### src/hdl/mstc_pkg.sv
// Package of constants, types and register layout for the machine sub-mode trap control block.
package mstc_pkg;

   // ****************************************************************
   // Widths and register offsets
   // ****************************************************************
   localparam int MSTC_XLEN = 32; // Data and address width of the core.
   localparam logic [3:0] MSTC_ADDR_CTRL = 4'h0; // Misc control register.
   localparam logic [3:0] MSTC_ADDR_TVEC = 4'h4; // Trap vector register.
   localparam logic [3:0] MSTC_ADDR_EPC = 4'h8; // Exception PC register.
   localparam logic [3:0] MSTC_ADDR_CAUSE = 4'hc; // Trap cause, read only.
   localparam logic [3:0] MSTC_ADDR_TVAL = 4'h1; // Trap value, index 1, byte address 0x04 above block 0x10.
   localparam logic [5:0] MSTC_ADDR_STATUS_B = 6'h10; // Status register byte address.
   localparam logic [5:0] MSTC_ADDR_TVAL_B = 6'h14; // Trap value byte address.
   localparam logic [5:0] MSTC_ADDR_SUBM_B = 6'h18; // Sub-mode register byte address.
   localparam logic [5:0] MSTC_ADDR_PRIV_B = 6'h1c; // Privilege mode byte address, read only.

   // ****************************************************************
   // Field positions and codes
   // ****************************************************************
   localparam int MSTC_NMI_SEL_BIT = 9; // Control bit that selects NMI vector and trap ID.
   localparam int MSTC_MIE_BIT = 3; // Status interrupt enable.
   localparam int MSTC_MPIE_BIT = 7; // Status previous interrupt enable.
   localparam int MSTC_MPP_LSB = 11; // Status previous privilege field, low bit.
   localparam int MSTC_PTYP_LSB = 8; // Previous sub-mode field in the sub-mode register.
   localparam int MSTC_TYP_LSB = 6; // Current sub-mode field in the sub-mode register.
   localparam logic [11:0] MSTC_CODE_ILLEGAL = 12'h002; // Illegal instruction cause code.
   localparam logic [11:0] MSTC_NMI_ID_SHARED = 12'hfff; // NMI trap ID with shared vector.
   localparam logic [11:0] MSTC_NMI_ID_BOOT = 12'h001; // NMI trap ID with boot vector.
   localparam logic [1:0] MSTC_PRIV_M = 2'h3; // Machine privilege code.
   localparam logic [1:0] MSTC_PRIV_U = 2'h0; // User privilege code.
   localparam logic [31:0] MSTC_CTRL_RST = 32'h0000_0000; // Control reset value.
   localparam logic [31:0] MSTC_TVEC_RST = 32'h0000_0000; // Trap vector reset value.

   // Sub-mode codes, two bits each, normal is the reset code.
   typedef enum logic [1:0] {
      MSTC_SUBM_NORMAL = 2'h0,
      MSTC_SUBM_EXC = 2'h2,
      MSTC_SUBM_NMI = 2'h3,
      MSTC_SUBM_INT = 2'h1
   } mstc_subm_type;

   // Trap event requests from the pipeline.
   typedef struct packed {
      logic exc_valid; // Exception detected on the current instruction.
      logic [11:0] exc_code; // Exception cause code.
      logic [31:0] exc_pc; // PC of the faulting instruction.
      logic [31:0] exc_tval; // Trap value for the exception.
      logic int_valid; // Interrupt trap granted by the arbiter.
      logic [11:0] int_code; // Interrupt cause code.
      logic [31:0] int_pc; // PC to resume after the interrupt.
      logic mret_valid; // Return instruction retiring.
      logic [31:0] nmi_pc; // PC to resume after the NMI.
   } mstc_event_type;

   // Fetch redirect output to the front end.
   typedef struct packed {
      logic valid; // One-cycle redirect pulse.
      logic [31:0] pc; // Target PC.
   } mstc_redirect_type;

endpackage : mstc_pkg

### src/hdl/mstc_trap_ctrl.sv
// Trap entry, return and machine sub-mode tracking with an Avalon-MM register port.
//
// Overview of operation
// (RULE1) Four sub-modes; normal after reset.
// (RULE2) Stay normal until a trap or write.
// (RULE3) Exception trap enters exception sub-mode.
// (RULE4) NMI trap enters NMI sub-mode.
// (RULE5) Interrupt trap enters interrupt sub-mode.
// (RULE6) Exceptions are never masked.
// (RULE7) Exception jumps to trap vector, single cycle.
// (RULE8) Exception writes cause, epc, tval, status.
// (RULE9) Exception writes exception code to current field.
// (RULE10) Exception saves old sub-mode to previous field.
// (RULE11) Return resumes at epc, restores status, privilege.
// (RULE12) Return copies previous into current sub-mode.
// (RULE13) Illegal instruction cause code is two.
// (RULE14) No automatic context save or restore.
// (RULE15) NMI input is unmaskable and aborts execution.
// (RULE16) NMI updates CSRs, vector, privilege in one cycle.
// (RULE17) Control bit nine set: NMI uses trap vector.
// (RULE18) Control bit nine clear: NMI uses boot address.
// (RULE19) NMI cause is 0xfff or 0x1 by bit nine.
// (RULE20) NMI switches privilege to machine.
// (RULE21) NMI writes NMI code to current field.
// (RULE22) NMI saves old sub-mode to previous field.
// (RULE23) Return from NMI restores prior sub-mode.
// (RULE24) Two-bit sub-mode codes, normal at reset.
`timescale 1ns/1ps
`default_nettype none

module mstc_trap_ctrl (
   input wire logic ref_clk,
   input wire logic reset_n,
   input wire logic nmi_req,
   input wire logic [31:0] boot_addr,
   input wire mstc_pkg::mstc_event_type evt,
   output var mstc_pkg::mstc_redirect_type redirect,
   output logic [1:0] priv_mode,
   output logic [1:0] cur_submode,
   output logic nmi_ack,
   input wire logic [5:0] avs_address,
   input wire logic avs_read,
   input wire logic avs_write,
   input wire logic [31:0] avs_writedata,
   input wire logic [3:0] avs_byteenable,
   output logic [31:0] avs_readdata,
   output logic avs_waitrequest
);
   import mstc_pkg::*;

   // ****************************************************************
   // State record
   // ****************************************************************
   typedef struct packed {
      logic [31:0] ctrl; // Misc control register.
      logic [31:0] tvec; // Trap vector.
      logic [31:0] epc; // Exception PC.
      logic [31:0] cause; // Trap cause.
      logic [31:0] tval; // Trap value.
      logic [31:0] status; // Status register.
      logic [1:0] typ; // Current sub-mode field.
      logic [1:0] ptyp; // Previous sub-mode field.
      logic [1:0] priv; // Privilege mode.
      logic redir_valid; // Redirect pulse.
      logic [31:0] redir_pc; // Redirect target.
      logic nmi_ack; // NMI taken pulse.
      logic nmi_seen; // NMI level already serviced.
      logic bus_done; // Bus answer phase flag.
      logic [31:0] rdata; // Bus read data.
   } mstc_state_type;

   mstc_state_type state_r; // Registered state.
   mstc_state_type state_nxt; // Next state.
   logic nmi_take; // NMI taken this cycle.

   // Merges a bus write into a register under byte enables.
   function automatic logic [31:0] mstc_merge(input logic [31:0] old, input logic [31:0] wd,
                                               input logic [3:0] be);
      logic [31:0] res;
      res = old;
      for (int i = 0; i < 4; i++) begin
         if (be[i]) begin
            res[i*8 +: 8] = wd[i*8 +: 8];
         end
      end
      return res;
   endfunction : mstc_merge

   // Builds the status value written on trap entry.
   function automatic logic [31:0] mstc_enter_status(input logic [31:0] st, input logic [1:0] pv);
      logic [31:0] res;
      res = st;
      res[MSTC_MPIE_BIT] = st[MSTC_MIE_BIT];
      res[MSTC_MIE_BIT] = 1'b0;
      res[MSTC_MPP_LSB +: 2] = pv;
      return res;
   endfunction : mstc_enter_status

   // ****************************************************************
   // Next-state logic
   // ****************************************************************
   always_comb begin
      state_nxt = state_r;
      state_nxt.redir_valid = 1'b0;
      state_nxt.nmi_ack = 1'b0;
      // NMI is taken once per rising request, with no mask at all. [RULE15]
      nmi_take = nmi_req && !state_r.nmi_seen;
      state_nxt.nmi_seen = nmi_req;

      // Bus slave: one wait cycle, then answer with waitrequest low.
      if ((avs_read || avs_write) && !state_r.bus_done) begin
         state_nxt.bus_done = 1'b1;
         case (avs_address)
            {2'b00, MSTC_ADDR_CTRL}: state_nxt.rdata = state_r.ctrl;
            {2'b00, MSTC_ADDR_TVEC}: state_nxt.rdata = state_r.tvec;
            {2'b00, MSTC_ADDR_EPC}: state_nxt.rdata = state_r.epc;
            {2'b00, MSTC_ADDR_CAUSE}: state_nxt.rdata = state_r.cause;
            MSTC_ADDR_STATUS_B: state_nxt.rdata = state_r.status;
            MSTC_ADDR_TVAL_B: state_nxt.rdata = state_r.tval;
            MSTC_ADDR_SUBM_B: begin
               state_nxt.rdata = '0;
               state_nxt.rdata[MSTC_TYP_LSB +: 2] = state_r.typ;
               state_nxt.rdata[MSTC_PTYP_LSB +: 2] = state_r.ptyp;
            end
            MSTC_ADDR_PRIV_B: state_nxt.rdata = {30'h0000_0000, state_r.priv};
            default: state_nxt.rdata = 32'h0000_0000; // Unmapped reads zero, writes dropped.
         endcase
      end else begin
         state_nxt.bus_done = 1'b0;
      end

      // Writes take effect at the answering edge; traps below override them.
      if (avs_write && state_r.bus_done) begin
         case (avs_address)
            {2'b00, MSTC_ADDR_CTRL}: state_nxt.ctrl = mstc_merge(state_r.ctrl, avs_writedata, avs_byteenable);
            {2'b00, MSTC_ADDR_TVEC}: state_nxt.tvec = mstc_merge(state_r.tvec, avs_writedata, avs_byteenable);
            {2'b00, MSTC_ADDR_EPC}: state_nxt.epc = mstc_merge(state_r.epc, avs_writedata, avs_byteenable);
            MSTC_ADDR_STATUS_B: state_nxt.status = mstc_merge(state_r.status, avs_writedata, avs_byteenable);
            MSTC_ADDR_TVAL_B: state_nxt.tval = mstc_merge(state_r.tval, avs_writedata, avs_byteenable);
            MSTC_ADDR_SUBM_B: begin
               // Software may switch sub-mode explicitly. [RULE2]
               if (avs_byteenable[0]) begin
                  state_nxt.typ = avs_writedata[MSTC_TYP_LSB +: 2];
               end
               if (avs_byteenable[1]) begin
                  state_nxt.ptyp = avs_writedata[MSTC_PTYP_LSB +: 2];
               end
            end
            default: begin
               state_nxt.rdata = state_nxt.rdata; // Read-only or unmapped: no effect.
            end
         endcase
      end

      // Trap priority: NMI, then exception, then interrupt, then return.
      // Only CSRs and modes change; no register context is saved. [RULE14]
      if (nmi_take) begin
         state_nxt.nmi_ack = 1'b1;
         state_nxt.epc = evt.nmi_pc; // [RULE16]
         state_nxt.status = mstc_enter_status(state_r.status, state_r.priv); // [RULE16]
         state_nxt.redir_valid = 1'b1;
         if (state_r.ctrl[MSTC_NMI_SEL_BIT]) begin
            state_nxt.redir_pc = state_r.tvec; // [RULE17]
            state_nxt.cause = {20'h0_0000, MSTC_NMI_ID_SHARED}; // [RULE19]
         end else begin
            state_nxt.redir_pc = boot_addr; // [RULE18]
            state_nxt.cause = {20'h0_0000, MSTC_NMI_ID_BOOT}; // [RULE19]
         end
         state_nxt.priv = MSTC_PRIV_M; // [RULE20]
         state_nxt.ptyp = state_r.typ; // [RULE22]
         state_nxt.typ = MSTC_SUBM_NMI; // [RULE4] [RULE21]
      end else if (evt.exc_valid) begin
         // No enable gates an exception. [RULE6]
         state_nxt.redir_valid = 1'b1;
         state_nxt.redir_pc = state_r.tvec; // [RULE7]
         state_nxt.cause = {20'h0_0000, evt.exc_code}; // Illegal instruction arrives as 0x2. [RULE8] [RULE13]
         state_nxt.epc = evt.exc_pc; // [RULE8]
         state_nxt.tval = evt.exc_tval; // [RULE8]
         state_nxt.status = mstc_enter_status(state_r.status, state_r.priv); // [RULE8]
         state_nxt.priv = MSTC_PRIV_M; // [RULE7]
         state_nxt.ptyp = state_r.typ; // [RULE10]
         state_nxt.typ = MSTC_SUBM_EXC; // [RULE3] [RULE9]
      end else if (evt.int_valid) begin
         state_nxt.redir_valid = 1'b1;
         state_nxt.redir_pc = state_r.tvec;
         state_nxt.cause = {1'b1, 19'h0_0000, evt.int_code};
         state_nxt.epc = evt.int_pc;
         state_nxt.status = mstc_enter_status(state_r.status, state_r.priv);
         state_nxt.priv = MSTC_PRIV_M;
         state_nxt.ptyp = state_r.typ;
         state_nxt.typ = MSTC_SUBM_INT; // [RULE5]
      end else if (evt.mret_valid) begin
         state_nxt.redir_valid = 1'b1;
         state_nxt.redir_pc = state_r.epc; // [RULE11]
         state_nxt.priv = state_r.status[MSTC_MPP_LSB +: 2]; // [RULE11]
         state_nxt.status[MSTC_MIE_BIT] = state_r.status[MSTC_MPIE_BIT]; // [RULE11]
         state_nxt.status[MSTC_MPIE_BIT] = 1'b1;
         state_nxt.status[MSTC_MPP_LSB +: 2] = MSTC_PRIV_U;
         state_nxt.typ = state_r.ptyp; // [RULE12] [RULE23]
      end
   end

   // ****************************************************************
   // State register
   // ****************************************************************
   always_ff @(posedge ref_clk) begin
      if (!reset_n) begin
         state_r <= '0;
         state_r.ctrl <= MSTC_CTRL_RST;
         state_r.tvec <= MSTC_TVEC_RST;
         state_r.priv <= MSTC_PRIV_M;
         state_r.typ <= MSTC_SUBM_NORMAL; // [RULE1] [RULE24]
         state_r.ptyp <= MSTC_SUBM_NORMAL; // [RULE24]
      end else begin
         state_r <= state_nxt;
      end
   end

   // Outputs come straight from the state flip-flops.
   always_comb begin
      redirect.valid = state_r.redir_valid;
      redirect.pc = state_r.redir_pc;
   end
   assign priv_mode = state_r.priv;
   assign cur_submode = state_r.typ;
   assign nmi_ack = state_r.nmi_ack;
   assign avs_readdata = state_r.rdata;
   assign avs_waitrequest = !state_r.bus_done;

endmodule : mstc_trap_ctrl

`default_nettype wire

### config.mk
export PLATFORM = sky130hd
export DESIGN_NAME = mstc_trap_ctrl
export DESIGN_NICKNAME = d
export VERILOG_FILES = /design/src/hdl/mstc_pkg.sv /design/src/hdl/mstc_trap_ctrl.sv
export SDC_FILE = /design/constraint.sdc
export NUM_CORES = 1
export LEC_CHECK = 0
export BUFFER_PORTS_ARGS = -buffer_cell sky130_fd_sc_hd__buf_2
export CORE_UTILIZATION = 40
export CTS_CLUSTER_SIZE = 16
export DETAILED_ROUTE_END_ITERATION = 12
export PLACE_DENSITY = 0.61
export SLEW_MARGIN = 20
export SYNTH_ARGS = -nofsm -noshare
export SYNTH_HDL_FRONTEND = slang
export SYNTH_SLANG_ARGS = --single-unit
### constraint.sdc
create_clock -name ref_clk -period 4.81 [get_ports ref_clk]
set_input_delay 0.2405 -clock ref_clk [delete_from_list [all_inputs] [get_ports ref_clk]]
set_output_delay 0.2405 -clock ref_clk [all_outputs]
set_load 0.02 [all_outputs]
* Word-level counts from Yosys, hierarchy flattened
Index checks and enable logic that the tools add are counted.
Word-level totals: register bits 266, input port bits 234, output and inout bits 71, word-level logic and storage cells 133
Cells by class: eq/ne operators 7, multiplexer cells 46, bitwise gates (word level) 4, reductions and logical operators 46
Operators with widths (number):
- 32-bit case mux with 8 select lines | 1
- 32-bit two-way mux | 7
- 64-bit two-way mux | 3
- 52-bit two-way mux | 2
- 8-bit two-way mux | 12
- 35-bit two-way mux | 2
- 68-bit two-way mux | 1
- 3-bit AND reduction | 17
- 4-bit nonzero test | 8
- 5-bit nonzero test | 5
- 6-bit by 5-bit equality test with 1-bit output (second input constant) | 4
- 6-bit AND reduction | 4
- 2-bit two-way mux | 7
- 6-bit by 4-bit equality test with 1-bit output (second input constant) | 2
- 12-bit two-way mux | 1
- 3-bit two-way mux | 3
- 6-bit by 3-bit equality test with 1-bit output (second input constant) | 1
- 6-bit logical NOT | 1
- 1-bit two-way mux | 6
- 2-bit nonzero test | 3
- 4-bit two-way mux | 1
- 1-bit NOT | 4
- 4-bit OR reduction | 1
- 1-bit logical AND | 3
- 3 further kinds | 4

* Depth between registers and ports, before layout
depth after elaboration 7, mapped depth 8, gate-level depth less buffers 4

* Least setup slack after synthesis
OpenSTA, ideal clock, no wires.
kind input to register, start input port avs_address[4], end register state_r[233] (netlist bit), setup time 128 ps, arrival time 1830 ps, data required time 4682 ps, path slack 2852 ps, stages on the path 7, buffers on the path 3, cell sequence buf_6 or4_4 buf_6 buf_12 nor3_4 mux2i_1 nor2_1
On the way: cells in the longest elaborated chain, start to end 2
RTL lines:
- start: declaration | line mstc_trap_ctrl.sv:41 | input wire logic [5:0] avs_address,
- 6-bit by 3-bit equality test with 1-bit output | line mstc_trap_ctrl.sv:134 | case (avs_address)
- 3-bit AND reduction (no source line)
- end signal: assignment | line mstc_trap_ctrl.sv:215 | state_r <= state_nxt;
- end: declaration | line mstc_trap_ctrl.sv:72 | mstc_state_type state_r;
Every way passes these cells. A chain may end at the register's enable or synchronous reset.

* Worst setup path after layout
start register state_r[32] (netlist bit), end register state_r[200] (netlist bit)
On the way: cells in the longest elaborated chain, start to end 3
RTL lines:
- 1-bit logical AND | line mstc_trap_ctrl.sv:133 | if (avs_write && state_r.bus_done) begin
- 4-bit nonzero test (no source line)
- 3-bit AND reduction (no source line)
Every way passes these cells.

==> key figures <==
Setup path
  • Cell breakdown of the critical path: nand3_1 -> nor3_2 -> nand2b_1 -> a21oi_1
  • Worst Path Arrival: 2960 ps
  • Worst r2r dst: state_r[200]
  • Crit-path max FO: 10
  • CP max stage delay: 800 ps
  • CP endpoint kind: register
  • Crit path from: state_r[32]
  • Critical path class: register to register
  • Worst path slowest cell: nor3_2
  • CP startpoint kind: register
  • Cell depth of the worst flop-to-flop path: 4
  • Flop-to-flop setup slack: 2230 ps
  • RR Startpoint: state_r[32]
  • WP data required: 5190 ps

Route
  • WL/cell: 21.9 um
  • DR vias: 11.8k
  • ANT nets after route: 0
  • DRT iter0 DRCs: 1189
  • TritonRoute pass-1 iters: 5
  • DR DRC count: 0
  • DR vias/cell: 5.81
  • DRT Wirelength: 44400 um

STA
  • Final hold viol count: 0
  • Final Slew Violations: 0
  • Highest clock rate: 388 MHz
  • Final Skew: 11.5 ps
  • Least-Margin Pin Slew: 1110 ps
  • Worst hold slack: 16.1 ps
  • Period utilization: 53.6%
  • Final setup TNS: 0 ps
  • Final Critical Period: 2580 ps
  • Slew HR: 25.6%
  • Unrepaired setup endpoints after global routing: no
  • Final setup viols: 0

Global route
  • First-pass GRT wire length: 66700 um
  • Vias in the first global route: 11.1k
  • Aggregate global routing overflow: 0
  • Pin count of the biggest net entering global routing: between 100 and 150
  • GRT Total Usage: a little over a quarter
  • Initial antenna violation count: 3

Hold path
  • Hold crit path type: input port to register
  • Worst Hold End: state_r[88]
  • Hold_sp: avs_writedata[14]
  • Hold path cells: 3

Power and ir drop
  • Final Power: 4.95 mW
  • Net Sw Frac: 26.0%
  • Pleak: approximately 5.8 nW
  • Pwr per Cell Area: around 340 nW/um^2
  • Psw: ~1.3 mW
  • Peak VDD IR: just under 300 uV
  • Sequential power share: 44.3%
  • Combinational group share of total power: 12.3%
  • Int Power: 3.66 mW
  • Clk pwr share: 43.4%

Synth
  • Synth Warn #: 0
  • Number of flops mapped to enable cells by yosys: 0
  • Cell variety after synth: 53
  • Synth area leader: dfxtp_1
  • Post-Synth Adder-Cell Area: 0%
  • Net Count, Synth: 1676
  • Syn Inst Count: 1442
  • Yosys top cell area share: between 30% and 40%
  • Mux cell area share after synthesis: 14.5%
  • Top cells by area, synth: dfxtp_1 (40%), mux2i_1 (14%), nand2_1 (5.7%)
  • Xor/xnor share of the synthesized area: 0%
  • Compound-Gate Fraction of Synth Area: roughly 22%
  • Largest family of logic cells by synthesized area: compound AO/OA/AOI/OAI gates
  • Share of the yosys chip area belonging to registers: 39.8%
  • Top_reg_cell synth: dfxtp_1
  • #FFs+latches synth: 247
  • Synthesized cell area: approximately 12000 sq um
  • Mean post-synth cell area: between 8 and 9 sq um
  • FFs w/ async S/R, synth: 0%
  • Simple-gate area share of the yosys netlist: about 15%

Clock network
  • Clock sinks: 247
  • Clk buf depth: 3
  • Clk slew on worst S/H paths: ~60 ps
  • CTS tree: done
  • Htree depth: 1
  • CTS Buf Count: 27
  • Root buffer cell: clkbuf_16
  • Clk_lat worst skew: 520 ps
  • Cts repair resizes: 0

Finish
  • Area of the multi-input gates: 6510 sq um
  • Area grow syn2layout: 17.4%
  • FILL cells: 3058
  • Layout Nets: 1844
  • Share of cells above drive strength 1: 25.1%
  • Register Area: between 4000 and 5000 sq um
  • Final Core Density: 47.7%
  • Non-filler cells, final: just over 2k

Floorplanning
  • Initial Util: 40.6%
  • Total die area: about 32000 sq um
  • Rows: 64
  • IO Pins: 305
  • Die Span Y: around 180 um
  • Core Region: 30600 sq um
  • DIE WIDTH: 178 um

Placed design
  • Routability congestion estimate: between 0.8 and 0.9
  • Placed cell count: 1975
  • Detailed placement HPWL: between 30000 and 40000 um
  • Port bufs: between 300 and 400

Status
  • Status: finished clean

Run
  • Max cap viols: 0
==> worst max path at each step <==
stage / endpoint
global placement: state_r[194]
floorplan: state_r[233]
global route: state_r[197]
finish: state_r[200]
detailed placement: state_r[196]
CTS: state_r[200]
==> placed cells by master, fill, tap and decap left out, types with 34 or more instances in the layout <==
master    synthesis  layout
buf_2            12     301
dfxtp_1         247     247
nand2_1         189     187
mux2i_1         170     169
nor2_1          116     115
o21ai_0         108     108
a21oi_1          56      56
a22oi_1          48      48
a31oi_1          37      37
o211ai_1         34      34
==> state kept, by name (all words and copies together), names as in the netlist <==
register and cells:
nmi_ack 1, avs_readdata 32, state_r 177, priv_mode 2, redirect 33, cur_submode 2
==> power groups by stage <==
stage	Combinational, mW	Clock, mW	Sequential (mW)
after floorplan	0.381	0	2.21
after global placement	0.595	0	2.23
after detailed placement	0.605	0	2.23
after CTS	0.609	2.18	2.19
after global routing	0.662	2.27	2.20
final	0.611	2.15	2.19
==> metal layers <==
layer	vias up	track usage, %	part of all wire, %
met4	2	7.45	2.4
met1	5611	38.3	45
met3	71	3.71	7.4
met5	-	0	0.038
li1	5551	-	-
met2	527	44.3	45
==> stage by stage <==
| stage | area [sq um] | setup slack [ps] |
|---|---|---|
| after floorplan | 12400 | 2850 |
| after detailed placement | 13600 | 1860 |
| after CTS | 14600 | 2270 |
| after global routing | 14600 | 2120 |
| after global placement | 13600 | 1950 |
| final | 14600 | 2230 |
==> synthesized netlist by cell type, drive strengths merged, types with 3 or more instances <==
master,number
dfxtp,247
nand2,189
mux2i,170
nor2,117
o21ai,108
buf,94
clkbuf,91
a21oi,56
a22oi,48
a31oi,37
o211ai,34
nor3,33
o31ai,33
o22ai,32
o221ai,26
o2bb2ai,22
nand3,15
nand2b,10
and3,9
and2,8
a221oi,7
mux2,7
nor4,6
a211oi,4
inv,4
or3,4
a2111oi,3
a222oi,3
a311oi,3
nor2b,3
or2,3
==> cells by family after synthesis <==
family | after synthesis
mux | 178
simple gates | 405
buf+inv | 189
compound gates | 423
flops | 247
==> area by class of cell <==
| cell class | count | area share, % |
|---|---|---|
| clock inverters | 7 | 0.815 |
| repair buffers | 324 | 11.6 |
| clock buffers | 40 | 5.52 |
| diodes | 2 | 0.0343 |
| inverters | 4 | 0.112 |
| well taps | 396 | 3.40 |
| flip-flops and latches | 247 | 33.9 |
| multi-input cells | 1006 | 44.7 |
==> critical path: cells and delay by family (launching register included) <==
kind | cells | cell delay, ps
AND/OR/NAND/NOR | 3 | 1720
flip-flops | 1 | 590
AO/OA/AOI/OAI | 1 | 130
==> what timing repair did <==
action	4_1_cts	5_1_grt
hold buffers	2	0
buffers inserted	0	0
endpoints found under the hold margin	2	0
(Power assumes the default switching activity.)
